## src/logic/sys_cmd_pkg.sv

```systemverilog
/*
 Shared constants and carriers for the optional system command selection
 and snoop reply formatting logic.
 Assumes one clock domain and that callers reference items as sys_cmd_pkg::name.
*/
package sys_cmd_pkg;
    localparam int CMD_W = 5;
    localparam int BUS_W = 15;
    localparam int ID_W = 3;
    localparam int BEATS = 4;

    // Outgoing command codes
    localparam logic [CMD_W-1:0] CMD_PROBE_REPLY = 5'h01;
    localparam logic [CMD_W-1:0] CMD_VICTIM_WB = 5'h04;
    localparam logic [CMD_W-1:0] CMD_CLEAN_VICTIM = 5'h05;
    localparam logic [CMD_W-1:0] CMD_EVICT = 5'h06;
    localparam logic [CMD_W-1:0] CMD_BARRIER = 5'h07;
    localparam logic [CMD_W-1:0] CMD_READ = 5'h10;
    localparam logic [CMD_W-1:0] CMD_READ_MOD = 5'h11;
    localparam logic [CMD_W-1:0] CMD_READ_SPEC = 5'h14;
    localparam logic [CMD_W-1:0] CMD_READ_MOD_SPEC = 5'h15;
    localparam logic [CMD_W-1:0] CMD_READ_VIC = 5'h18;
    localparam logic [CMD_W-1:0] CMD_READ_MOD_VIC = 5'h19;
    localparam logic [CMD_W-1:0] CMD_ITD_VIC = 5'h1b;
    localparam logic [CMD_W-1:0] CMD_CLEAN_TO_DIRTY = 5'h1c;
    localparam logic [CMD_W-1:0] CMD_SHARED_TO_DIRTY = 5'h1d;
    localparam logic [CMD_W-1:0] CMD_STC_TO_DIRTY = 5'h1e;
    localparam logic [CMD_W-1:0] CMD_ITD = 5'h1f;

    // Write hint mode field
    localparam int WH_ENABLE_BIT = 0;
    localparam logic [1:0] WH_INTERNAL = 2'h1;
    localparam logic [1:0] WH_EXTERNAL = 2'h3;

    // Set-modified acknowledge select bit positions
    localparam int SD_CLEAN_BIT = 0;
    localparam int SD_CLEAN_SHARED_BIT = 1;
    localparam int SD_DIRTY_SHARED_BIT = 2;

    // Probe status encodings
    localparam logic [1:0] PS_HIT_CLEAN = 2'h0;
    localparam logic [1:0] PS_HIT_SHARED = 2'h1;
    localparam logic [1:0] PS_HIT_DIRTY = 2'h2;
    localparam logic [1:0] PS_HIT_SHARED_DIRTY = 2'h3;

    // Fill levels and reset values
    localparam logic LEAD_BIT = 1'b0;
    localparam logic DC_LEVEL = 1'b0;
    localparam logic [BUS_W-1:0] BEAT_IDLE = 15'h0000;
    localparam logic RST_READY = 1'b1;

    typedef enum logic [2:0] {
        K_READ, K_READ_MOD, K_BARRIER, K_WRITE_HINT, K_SET_DIRTY, K_EVICT
    } req_kind_t;

    typedef enum logic [1:0] {L1_CLEAN, L1_CLEAN_SHARED, L1_DIRTY_SHARED} l1_state_t;

    typedef struct packed {
        logic external_barrier_enable;
        logic speculative_read_enable;
        logic read_with_victim_mode;
        logic clean_victim_enable;
        logic evict_enable;
        logic [1:0] write_hint_mode;
        logic [2:0] set_dirty_enable;
        logic conditional_store_notify_enable;
    } cfg_t;

    typedef struct packed {
        logic valid;
        req_kind_t kind;
        logic [BUS_W-1:0] addr;
        logic [BUS_W-1:0] victim_addr;
        l1_state_t l1_state;
        logic conditional_store;
        logic l2_hit;
        logic victim;
        logic victim_dirty;
    } core_req_t;

    typedef struct packed {
        logic valid;
        logic miss;
        logic merged;
        logic cache_hit_pending;
        logic found_dirty;
        logic found_shared;
        logic probe_valid;
        logic victim_sent;
        logic [ID_W-1:0] victim_buffer_id;
        logic miss_entry_sent;
        logic [ID_W-1:0] miss_entry_id;
    } probe_t;
endpackage

```

## src/logic/sys_cmd_options_probe_reply.sv

```systemverilog
/*
 Chooses the optional commands sent on the system command port for core
 requests, and formats the four-beat snoop reply for resolved probes.
 Assumes the core holds a request until taken, that probe lookup and miss
 entry matching are done upstream, and that flow control is handled elsewhere.
*/
module sys_cmd_options_probe_reply (
    // Clock and reset
    input wire logic i_clk,
    input wire logic i_rstn,
    // Configuration
    input wire sys_cmd_pkg::cfg_t i_cfg,
    // Core requests
    input wire sys_cmd_pkg::core_req_t i_req,
    output logic o_req_ready,
    output logic o_int_ack,
    // Probe results
    input wire sys_cmd_pkg::probe_t i_probe,
    output logic o_probe_ready,
    // System command port
    output logic [sys_cmd_pkg::BUS_W-1:0] o_sys_cmd_out_bus,
    output logic o_cmd_valid,
    output logic o_cmd_first
);
    logic [sys_cmd_pkg::BUS_W-1:0] sh_bus_r [sys_cmd_pkg::BEATS];
    logic [sys_cmd_pkg::BEATS-1:0] sh_vld_r;
    logic [sys_cmd_pkg::BEATS-1:0] sh_first_r;
    logic [sys_cmd_pkg::BEATS-1:0] sh_vld_nxt;
    logic [sys_cmd_pkg::BUS_W-1:0] ld_bus [sys_cmd_pkg::BEATS];
    logic [sys_cmd_pkg::BEATS-1:0] ld_vld;
    logic [sys_cmd_pkg::BEATS-1:0] ld_first;
    logic drain;
    logic idle;
    logic take_p;
    logic take_r;
    logic reply;
    logic load;
    logic has_a;
    logic has_b;
    logic rv_a;
    logic int_ack;
    logic vic_ok;
    logic [sys_cmd_pkg::CMD_W-1:0] code_a;
    logic [sys_cmd_pkg::CMD_W-1:0] code_b;
    logic [sys_cmd_pkg::CMD_W-1:0] vic_code;

    function automatic logic [sys_cmd_pkg::BUS_W-1:0] cmd_beat(
        input logic [sys_cmd_pkg::CMD_W-1:0] code,
        input logic rv
    );
        cmd_beat = {sys_cmd_pkg::LEAD_BIT, code, rv, {8{sys_cmd_pkg::DC_LEVEL}}};
    endfunction

    function automatic int sd_sel(input sys_cmd_pkg::l1_state_t st);
        case (st)
            sys_cmd_pkg::L1_CLEAN: sd_sel = sys_cmd_pkg::SD_CLEAN_BIT;
            sys_cmd_pkg::L1_CLEAN_SHARED: sd_sel = sys_cmd_pkg::SD_CLEAN_SHARED_BIT;
            default: sd_sel = sys_cmd_pkg::SD_DIRTY_SHARED_BIT;
        endcase
    endfunction

    function automatic logic [1:0] probe_status(input logic dirty, input logic shared);
        case ({dirty, shared})
            2'h0: probe_status = sys_cmd_pkg::PS_HIT_CLEAN;
            2'h1: probe_status = sys_cmd_pkg::PS_HIT_SHARED;
            2'h2: probe_status = sys_cmd_pkg::PS_HIT_DIRTY;
            default: probe_status = sys_cmd_pkg::PS_HIT_SHARED_DIRTY;
        endcase
    endfunction

    // Only the outgoing beat may remain, so a four-beat load never overwrites a live beat
    function automatic logic has_room(input logic [sys_cmd_pkg::BEATS-1:0] vld);
        has_room = (vld[sys_cmd_pkg::BEATS-1:1] == 3'h0);
    endfunction

    // Picks the plain or modify-intent flavour of a read code by request kind
    function automatic logic [sys_cmd_pkg::CMD_W-1:0] by_kind(
        input sys_cmd_pkg::req_kind_t kind,
        input logic [sys_cmd_pkg::CMD_W-1:0] plain,
        input logic [sys_cmd_pkg::CMD_W-1:0] modify
    );
        by_kind = (kind == sys_cmd_pkg::K_READ_MOD) ? modify : plain;
    endfunction

    // Room opens when at most the outgoing beat remains
    assign drain = has_room(sh_vld_r);
    // Speculation needs a truly empty queue, not just one draining
    assign idle = (sh_vld_r == 4'h0);
    // A refused request gets no signal; the core simply keeps holding it
    assign take_p = i_probe.valid && o_probe_ready;
    // A probe wins the slot; a request seen alongside it must wait
    assign take_r = i_req.valid && o_req_ready && !i_probe.valid;
    assign reply = take_p && !(i_probe.miss || i_probe.merged
                               || i_probe.cache_hit_pending);
    assign load = reply || (take_r && has_a);

    // Command selection for core requests
    always_comb begin
        has_a = 1'b0;
        has_b = 1'b0;
        rv_a = 1'b0;
        int_ack = 1'b0;
        code_a = sys_cmd_pkg::CMD_READ;
        code_b = sys_cmd_pkg::CMD_VICTIM_WB;
        vic_code = i_req.victim_dirty ? sys_cmd_pkg::CMD_VICTIM_WB
                                      : sys_cmd_pkg::CMD_CLEAN_VICTIM;
        vic_ok = i_req.victim && (i_req.victim_dirty || i_cfg.clean_victim_enable);
        case (i_req.kind)
            sys_cmd_pkg::K_READ,
            sys_cmd_pkg::K_READ_MOD: begin
                if (i_cfg.speculative_read_enable && idle) begin
                    has_a = 1'b1;
                    code_a = by_kind(i_req.kind, sys_cmd_pkg::CMD_READ_SPEC,
                                     sys_cmd_pkg::CMD_READ_MOD_SPEC);
                    rv_a = !(i_req.l2_hit || i_cfg.read_with_victim_mode
                             || i_req.victim);
                    has_b = !i_req.l2_hit && vic_ok;
                    code_b = vic_code;
                end else if (i_req.l2_hit) begin
                    int_ack = 1'b1;
                end else if (i_cfg.read_with_victim_mode && vic_ok) begin
                    has_a = 1'b1;
                    code_a = by_kind(i_req.kind, sys_cmd_pkg::CMD_READ_VIC,
                                     sys_cmd_pkg::CMD_READ_MOD_VIC);
                    has_b = 1'b1;
                    code_b = vic_code;
                end else begin
                    has_a = 1'b1;
                    code_a = by_kind(i_req.kind, sys_cmd_pkg::CMD_READ,
                                     sys_cmd_pkg::CMD_READ_MOD);
                    has_b = vic_ok;
                    code_b = vic_code;
                end
            end
            sys_cmd_pkg::K_BARRIER: begin
                has_a = i_cfg.external_barrier_enable;
                code_a = sys_cmd_pkg::CMD_BARRIER;
                int_ack = !i_cfg.external_barrier_enable;
            end
            sys_cmd_pkg::K_WRITE_HINT: begin
                if (!i_cfg.write_hint_mode[sys_cmd_pkg::WH_ENABLE_BIT]) begin
                    has_a = 1'b1;
                    code_a = sys_cmd_pkg::CMD_READ_MOD;
                end else if (i_cfg.write_hint_mode == sys_cmd_pkg::WH_INTERNAL) begin
                    int_ack = 1'b1;
                end else if (i_cfg.read_with_victim_mode && vic_ok) begin
                    has_a = 1'b1;
                    code_a = sys_cmd_pkg::CMD_ITD_VIC;
                    has_b = 1'b1;
                    code_b = vic_code;
                end else begin
                    has_a = 1'b1;
                    code_a = sys_cmd_pkg::CMD_ITD;
                    has_b = vic_ok;
                    code_b = vic_code;
                end
            end
            sys_cmd_pkg::K_SET_DIRTY: begin
                if (i_cfg.set_dirty_enable[sd_sel(i_req.l1_state)]) begin
                    has_a = 1'b1;
                    if (i_req.conditional_store && i_cfg.conditional_store_notify_enable) begin
                        code_a = sys_cmd_pkg::CMD_STC_TO_DIRTY;
                    end else if (i_req.l1_state == sys_cmd_pkg::L1_CLEAN) begin
                        code_a = sys_cmd_pkg::CMD_CLEAN_TO_DIRTY;
                    end else begin
                        code_a = sys_cmd_pkg::CMD_SHARED_TO_DIRTY;
                    end
                end else begin
                    int_ack = 1'b1;
                end
            end
            sys_cmd_pkg::K_EVICT: begin
                has_a = i_cfg.evict_enable;
                code_a = sys_cmd_pkg::CMD_EVICT;
                has_b = i_cfg.evict_enable && vic_ok;
                code_b = vic_code;
                int_ack = !i_cfg.evict_enable;
            end
            default: begin
                int_ack = 1'b1;
            end
        endcase
    end

    // Beats to load; a command pair sits in one load so nothing can split it
    always_comb begin
        if (reply) begin
            ld_bus[0] = {sys_cmd_pkg::LEAD_BIT, sys_cmd_pkg::CMD_PROBE_REPLY,
                         probe_status(i_probe.found_dirty, i_probe.found_shared),
                         i_probe.probe_valid, i_probe.victim_sent,
                         i_probe.victim_buffer_id,
                         {2{sys_cmd_pkg::DC_LEVEL}}};
            ld_bus[1] = {sys_cmd_pkg::LEAD_BIT, i_probe.miss_entry_sent,
                         i_probe.miss_entry_id,
                         {10{sys_cmd_pkg::DC_LEVEL}}};
            ld_bus[2] = sys_cmd_pkg::BEAT_IDLE;
            ld_bus[3] = sys_cmd_pkg::BEAT_IDLE;
            ld_vld = 4'hf;
            ld_first = 4'h1;
        end else begin
            ld_bus[0] = cmd_beat(code_a, rv_a);
            ld_bus[1] = i_req.addr;
            ld_bus[2] = has_b ? cmd_beat(code_b, 1'b0) : sys_cmd_pkg::BEAT_IDLE;
            ld_bus[3] = has_b ? i_req.victim_addr : sys_cmd_pkg::BEAT_IDLE;
            ld_vld = {has_b, has_b, has_a, has_a};
            ld_first = {1'b0, has_b, 1'b0, has_a};
        end
    end

    always_comb begin
        if (load) begin
            sh_vld_nxt = ld_vld;
        end else begin
            sh_vld_nxt = {1'b0, sh_vld_r[sys_cmd_pkg::BEATS-1:1]};
        end
    end

    // Beat shifter
    always_ff @(posedge i_clk or negedge i_rstn) begin
        if (!i_rstn) begin
            for (int i = 0; i < sys_cmd_pkg::BEATS; i++) begin
                sh_bus_r[i] <= sys_cmd_pkg::BEAT_IDLE;
            end
            sh_vld_r <= 4'h0;
            sh_first_r <= 4'h0;
        end else if (load) begin
            for (int i = 0; i < sys_cmd_pkg::BEATS; i++) begin
                sh_bus_r[i] <= ld_bus[i];
            end
            sh_vld_r <= ld_vld;
            sh_first_r <= ld_first;
        end else begin
            for (int i = 0; i < sys_cmd_pkg::BEATS - 1; i++) begin
                sh_bus_r[i] <= sh_bus_r[i+1];
            end
            sh_bus_r[sys_cmd_pkg::BEATS-1] <= sys_cmd_pkg::BEAT_IDLE;
            sh_vld_r <= sh_vld_nxt;
            sh_first_r <= {1'b0, sh_first_r[sys_cmd_pkg::BEATS-1:1]};
        end
    end

    // Command port outputs
    always_ff @(posedge i_clk or negedge i_rstn) begin
        if (!i_rstn) begin
            o_sys_cmd_out_bus <= sys_cmd_pkg::BEAT_IDLE;
            o_cmd_valid <= 1'b0;
            o_cmd_first <= 1'b0;
        end else if (drain) begin
            o_sys_cmd_out_bus <= sh_vld_r[0] ? sh_bus_r[0] : sys_cmd_pkg::BEAT_IDLE;
            o_cmd_valid <= sh_vld_r[0];
            o_cmd_first <= sh_vld_r[0] && sh_first_r[0];
        end else begin
            o_sys_cmd_out_bus <= sh_bus_r[0];
            o_cmd_valid <= sh_vld_r[0];
            o_cmd_first <= sh_first_r[0];
        end
    end

    // Ready mirrors room in the shifter one cycle ahead
    always_ff @(posedge i_clk or negedge i_rstn) begin
        if (!i_rstn) begin
            o_req_ready <= sys_cmd_pkg::RST_READY;
            o_probe_ready <= sys_cmd_pkg::RST_READY;
        end else begin
            o_req_ready <= has_room(sh_vld_nxt);
            o_probe_ready <= has_room(sh_vld_nxt);
        end
    end

    // Internal acknowledge for requests that need no command
    always_ff @(posedge i_clk or negedge i_rstn) begin
        if (!i_rstn) begin
            o_int_ack <= 1'b0;
        end else begin
            o_int_ack <= take_r && int_ack;
        end
    end
endmodule // sys_cmd_options_probe_reply

```

## config.mk

```make
export PLATFORM = sky130hd
export DESIGN_NAME = sys_cmd_options_probe_reply
export DESIGN_NICKNAME = d
export VERILOG_FILES = /design/src/logic/sys_cmd_pkg.sv /design/src/logic/sys_cmd_options_probe_reply.sv
export SDC_FILE = /design/constraint.sdc
export NUM_CORES = 1
export LEC_CHECK = 0
export BUFFER_PORTS_ARGS = -buffer_cell sky130_fd_sc_hd__buf_4
export CORE_MARGIN = 1
export CORE_UTILIZATION = 47
export CTS_BUF_LIST = sky130_fd_sc_hd__clkbuf_16
export CTS_CLUSTER_DIAMETER = 100
export DETAILED_ROUTE_END_ITERATION = 10
export PLACE_DENSITY = 0.79
export SLEW_MARGIN = 25
export SYNTH_ARGS = -nofsm -noshare
export SYNTH_HDL_FRONTEND = slang
export SYNTH_SLANG_ARGS = --single-unit
export TNS_END_PERCENT = 1
```

## constraint.sdc

```tcl
create_clock -name i_clk -period 1.8 [get_ports i_clk]
set_input_delay 0.09 -clock i_clk [delete_from_list [all_inputs] [get_ports i_clk]]
set_output_delay 0.09 -clock i_clk [all_outputs]
set_load 0.02 [all_outputs]
```

==> impl_metrics.csv, run 1 <==
group,metric,value,unit
clock_network,clk_pin_slew_worst_paths,0.06,ns
synthesis,syn-instance-count,296,
global_route,grt_pass1_wl,12000,µm
synthesis,synth.area.top_cells,"dfrtp_1, and2_1, o21ai_0",
detailed_routing,topRoutingLayerUsed,"met4",
synthesis,syn_nets,364,
setup_path,cp_common_cell,"a31oi_4",
die,core_area,6940,µm²
sta,worstMarginPinSlew,0.560,ns
flow_run,maxCapViolCount,0,
layout,mostFrequentLayoutCells,"buf_4, dfrtp_1, nand2_1, and2_1, dlygate4sd3_1",
sta,post-route-period-util,102,%
synthesis,yosys.cell_types.count,50,
clock_network,tritoncts,"done",
die,die_h,87.8,µm
layout,finalNetCount,486,
layout,diodes,0,
clock_network,clockRootBuffer,"clkbuf_16",
layout,final_common_cell,"buf_4",
detailed_routing,vias,2576,
synthesis,synth_top_flop_cell,"dfrtp_1",
clock_network,numCtsBuffers,9,
detailed_routing,drt_first_iter_violations,163,
detailed_routing,post-route-drc-count,0,
outcome,violations,"negative setup slack",
sta,hold_viol,0,
place,gp_congestion,0.906,
setup_path,worstPathMaxFanout,16,
sta,fin_crit,1.84,ns
die,die_x,87.8,µm
global_route,grt_overflow,0,
layout,fin_area,4920,µm²
pwr,powerDensity,947,nW/µm²
clock_network,numClockSinks,86,
synthesis,yosysTopAreaCell,"dfrtp_1",
synthesis,synth_edf_count,0,
sta,fin_worst_skew,0.00426,ns
detailed_routing,routed-wl-met3,355,µm
global_route,grt_pass1_vias,2623,
place,post-place-ws,-0.0729,ns
die,die_area,7710,µm²
layout,drive_above_1_share,32.5,%
layout,multi_input_area,1210,µm²
synthesis,syn_area_per_cell,11.7,µm²
sta,rsz0062_at_grt,"yes",
layout,final_cell_count_no_fill,517,
place,dp.final_hpwl,4900,µm
place,dpl_cell_area,4310,µm²
detailed_routing,wl_met1,2880,µm
setup_path,crit_required,2.02,ns
detailed_routing,finalWirelength,7180,µm
synthesis,synth-xor-area-share,0,%
setup_path,slowest_delay,0.41,ns
detailed_routing,ant_nets,0,
global_route,track_usage,21.0,%
clock_network,clockBufferDepth,2,
detailed_routing,wl_met2,3850,µm
detailed_routing,routedWlPerCell,13.9,µm
die,row_count,30,
die,initial_core_util,49.8,%
sta,fin_hold_ws,0.0127,ns
synthesis,synthSimpleGateAreaFrac,20.6,%
synthesis,yosysTopAreaCellShare,61.5,%
detailed_routing,dr.pass1.iters,5,
place,placed_cells,477,
setup_path,cp_slowest_cell,"dfrtp_1",
detailed_routing,viasPerCell,4.98,
layout,area_delta_synth_final,42.1,%
sta,slew_violations,0,
synthesis,async_flop_share,100,%
sta,layout_setup_ws,-0.0406,ns
synthesis,ys_seq_area_share,62.2,%
layout,nFillCells,490,
place,port_buffers,87,
setup_path,cp-end-kind,"register",
global_route,grt_max_degree,46,
synthesis,synthMuxAreaShare,1.77,%
layout,seq_area,2150,µm²
synthesis,synthAdderAreaFrac,0,%
sta,max_freq,543,MHz
synthesis,synth_top_family_by_area,"simple AND/OR/NAND/NOR gates",
synthesis,ys_ff_latch,86,
die,pin_count,88,
clock_network,h-tree-depth,3,
synthesis,ys_warn_count,0,
sta,setup_viol,35,
synthesis,syn_area,3460,µm²
setup_path,cp-start-kind,"register",
hold_path,hp-class,"in2reg",
setup_path,crit_type,"reg2reg",
outcome,status,"complete, but fails checks",
setup_path,cp_cell_sequence,"nor4_4 -> a31oi_4 -> a31oi_4 -> a21oi_2 -> buf_12 -> a21o_1",
pwr,power_leakage,0.00244,µW
sta,finalSetupTns,-0.633,ns
synthesis,synth-compound-area-share,12.2,%
setup_path,worst_ep_arrival_time,2.06,ns
global_route,antenna_found_initial,0,
sta,slew_headroom,62.7,%
pwr,ir_drop,623,µV
clock_network,worstSkewPairLatency,0.33,ns
==> logic make-up after synthesis <==
family | count (synthesis)
flip-flops | 86
buffers and inverters | 21
AO/OA/AOI/OAI | 56
AND/OR/NAND/NOR | 127
multiplexers | 6
==> Yosys cell counts (2+ instances only) <==
| master | number |
|---|---|
| buf_6 | 3 |
| buf_2 | 3 |
| mux2i_1 | 5 |
| a31o_2 | 2 |
| o21ai_0 | 24 |
| a31oi_4 | 2 |
| nor2_1 | 10 |
| a21oi_1 | 4 |
| clkbuf_1 | 9 |
| nand2_1 | 32 |
| inv_1 | 4 |
| nand2b_1 | 5 |
| a21o_1 | 2 |
| dfrtp_1 | 85 |
| a31oi_1 | 5 |
| and2_1 | 32 |
| nand3_1 | 15 |
| nor4_1 | 4 |
| a211oi_1 | 2 |
| nor2b_1 | 18 |
==> metrics by stage <==
stage | util, % | power, µW
floorplan | - | 2350
global placement | 62.0 | 2620
detailed placement | 62.0 | 2630
CTS | 70.8 | 4690
global route | 70.8 | 4850
finish | 70.8 | 4650
==> critical path: cells and delay by family (launching register included) <==
| family | cells | cell delay [ns] |
|---|---|---|
| AOI/OAI and AO/OA | 4 | 0.78 |
| buffers and inverters | 1 | 0.17 |
| DFF | 1 | 0.41 |
| and+or+nand+nor | 1 | 0.36 |
==> routing by layer <==
metal | up-vias | GRT usage (%)
li1 | 1240 | -
met1 | 1231 | 24.2
met2 | 94 | 38.6
met3 | 11 | 5.37
met4 | 0 | 5.66
met5 | - | 0
==> report_power, final <==
| part | switching [µW] | internal, µW |
|---|---|---|
| Combinational | 317 | 303 |
| Clock | 661 | 1330 |
| Sequential | 29.9 | 2010 |
==> final cells by class <==
type                       count  share of cell area, %
timing repair buffer         128                   22.1
clock inverter                 5                   2.06
multi-input combinational    189                   24.7
sequential                    86                   43.8
clock buffer                   9                   4.58
inverter                       4                  0.305
tap                           96                   2.44
==> path summary, 6_finish.rpt <==
path	depth (start not counted)	slack (ns)	startpoint	to
min	3	0.01	i_probe[5]	sh_bus_r[48]
max reg2reg	6	-0.04	sh_vld_r[0]	sh_bus_r[26]
min in group asynchronous	2	0.31	i_rstn	sh_bus_r[55]
max	6	-0.04	sh_vld_r[0]	sh_bus_r[26]
min reg2reg	1	0.43	sh_first_r[1]	sh_first_r[0]
max in group asynchronous	3	0.90	i_rstn	sh_bus_r[44]
==> registers in the layout (all words and copies together), names as in the netlist <==
register and flops:
sh_vld_r 4, o_cmd_valid 1, sh_first_r 3, o_cmd_first 1
o_int_ack 1, o_sys_cmd_out_bus 15, sh_bus_r 60, o_probe_ready 1
==> what timing repair did <==
action / 4_1_cts / 5_1_grt
pin swaps: 1 / 2
hold buffers: 24 / 0
setup endpoints to repair: 61 / 63
cloned: 0 / 0
buffers inserted: 2 / 0
hold endpoints to repair: 66 / 0
gates resized for setup: 6 / 17
No activity file was read; power rests on OpenSTA's default activity.
==> run 2: changes to the inputs <==
CORE_ASPECT_RATIO = 0.9   (was not set)
==> run 2 against run 1 <==
  * The flow still finishes with violations (negative setup slack)
  * Sequential share of layout area up 0.66 points
  * Maximum frequency increased by 0.75%
  * Via count decreased by 1.3%
  * Cell area shrank 1.5%
  * Register-to-register slack is essentially flat
  * Clock skew grew 0.0033 ns
  * First-iteration DRC count down 27%
  * Clock power decreased by 19%
  * Routed wire length fell by 0.21%
  * Sequential cell count is the same
  * Non-clock buffer count increased by 2
  * Highest routed layer unchanged
==> impl_metrics.csv, run 2 (same netlist as run 1, synthesis figures left out) <==
group,metric,value,unit
clock_network,worstSkewPairLatency,0.33,ns
global_route,grt_pass1_wl,12000,µm
setup_path,cp-start-kind,"register",
die,core_area,7080,µm²
layout,multi_input_area,1210,µm²
die,die_x,92.4,µm
sta,fin_hold_ws,0.0102,ns
layout,drive_above_1_share,32.5,%
clock_network,h-tree-depth,3,
pwr,p_comb_share,14.3,%
global_route,grt_pass1_vias,2596,
global_route,track_usage,20.6,%
die,pin_count,88,
detailed_routing,ant_nets,0,
sta,hold_viol,0,
clock_network,numCtsBuffers,9,
setup_path,worst_ep_arrival_time,2.09,ns
sta,slew_headroom,69.2,%
sta,rsz0062_at_grt,"yes",
place,gp_congestion,0.855,
hold_path,hp-class,"in2reg",
global_route,grt_max_degree,39,
detailed_routing,finalWirelength,7160,µm
layout,seq_area,2150,µm²
setup_path,r2r_setup_slack,-0.03,ns
clock_network,clockRootBuffer,"clkbuf_16",
pwr,p_seq_share,47.9,%
sta,fin_crit,1.83,ns
detailed_routing,post-route-drc-count,0,
flow_run,maxCapViolCount,0,
detailed_routing,viasPerCell,4.91,
outcome,violations,"negative setup slack",
outcome,status,"complete, but fails checks",
clock_network,clockBufferDepth,2,
pwr,switching_share,24.3,%
pwr,power_leakage,0.00239,µW
setup_path,crit_required,2.06,ns
clock_network,tritoncts,"done",
pwr,clockPowerShare,37.8,%
layout,mostFrequentLayoutCells,"buf_4, dfrtp_1, nand2_1, and2_1, dlygate4sd3_1",
layout,finalNetCount,488,
detailed_routing,vias,2543,
place,dp.final_hpwl,4930,µm
pwr,ir_drop,826,µV
place,post-place-ws,-0.0600,ns
sta,layout_setup_ws,-0.0269,ns
global_route,antenna_found_initial,0,
layout,final_common_cell,"buf_4",
place,port_buffers,87,
pwr,p_int,3230,µW
pwr,p_sw,1040,µW
sta,slew_violations,0,
sta,post-route-period-util,101,%
pwr,powerDensity,880,nW/µm²
setup_path,worstPathMaxFanout,18,
sta,fin_worst_skew,0.00761,ns
global_route,grt_overflow,0,
place,dpl_cell_area,4290,µm²
sta,max_freq,547,MHz
layout,diodes,0,
sta,setup_viol,15,
layout,fin_area,4840,µm²
clock_network,clk_pin_slew_worst_paths,0.06,ns
die,initial_core_util,48.9,%
sta,worstMarginPinSlew,0.462,ns
die,die_h,83.4,µm
detailed_routing,routedWlPerCell,13.8,µm
layout,nFillCells,513,
setup_path,cp-end-kind,"register",
layout,area_delta_synth_final,40.0,%
layout,largest_reg_flops,60,
clock_network,numClockSinks,86,
die,row_count,29,
detailed_routing,dr.pass1.iters,4,
layout,reg_top3,"sh_bus_r x60, o_sys_cmd_out_bus x15, sh_vld_r x4",
detailed_routing,drt_first_iter_violations,119,
die,die_area,7710,µm²
setup_path,crit_type,"reg2reg",
layout,largest-register,"sh_bus_r",
==> run 2: changes by cell type in the layout (fill, tap and decap cells not counted), sizes merged <==
cell / previous run / this run
bufinv: 3 / 0
dlygate4sd3: 24 / 26
inv: 5 / 4
clkinv: 0 / 4
clkinvlp: 1 / 3
==> run 2: cell type report <==
| type | instances | share of cell area (%) |
|---|---|---|
| multi-input combinational | 189 | 25.0 |
| clock buffer | 9 | 4.65 |
| timing repair buffer | 130 | 22.3 |
| sequential | 86 | 44.4 |
| clock inverter | 7 | 0.852 |
| tap | 93 | 2.40 |
| inverter | 4 | 0.310 |
==> run 2: final timing paths <==
path                                               to  cells past startpoint     startpoint
worst max register to register            sh_bus_r[9]                      6    sh_vld_r[0]
worst min register to register          sh_first_r[0]                      1  sh_first_r[1]
min in group asynchronous       o_sys_cmd_out_bus[10]                      2         i_rstn
worst max-delay path                      sh_bus_r[9]                      6    sh_vld_r[0]
worst min-delay path                     sh_bus_r[33]                      3      i_req[24]
max in group asynchronous               o_probe_ready                      3         i_rstn
==> run 2: what timing repair did <==
action | in CTS | in global routing
gates resized for setup | 2 | 2
hold endpoints to repair | 61 | 0
hold buffers | 26 | 0
setup endpoints to repair | 43 | 60
pin swaps | 1 | 1
buffers inserted | 1 | 0
==> run 2: worst max-delay path: stages (launching register included) <==
cell and delay (ns):
dfrtp_1 0.41, nor4_4 0.35, a31oi_4 0.20, a31o_4 0.31
nor3_4 0.21, buf_12 0.16, and2_1 0.13
==> run 2: through the flow <==
stage / utilization, % / power, µW / cells / TNS, ns
after floorplan: - / 2350 / 296 / 0
after global routing: 68.5 / 4430 / 518 / -2.82
after detailed placement: 60.6 / 2630 / 475 / -1.06
after global placement: 60.6 / 2610 / 475 / 0
after CTS: 68.5 / 4300 / 518 / -0.356
final: 68.5 / 4260 / 518 / -0.318
==> run 2: power groups by stage <==
| stage | combinational (µW) | clock [µW] | sequential (µW) |
|---|---|---|---|
| floorplan | 242 | 0 | 2100 |
| global placement | 539 | 0 | 2070 |
| detailed placement | 551 | 0 | 2080 |
| CTS | 608 | 1650 | 2040 |
| global route | 661 | 1720 | 2050 |
| finish | 608 | 1610 | 2040 |
==> run 2: routing by layer <==
layer	vias to the layer above	GRT usage, %	share of wire (%)
li1	1247	-	-
met1	1205	24.5	38
met2	83	36.4	54
met3	8	4.85	6.7
met4	0	7.10	0.91
met5	-	0	0
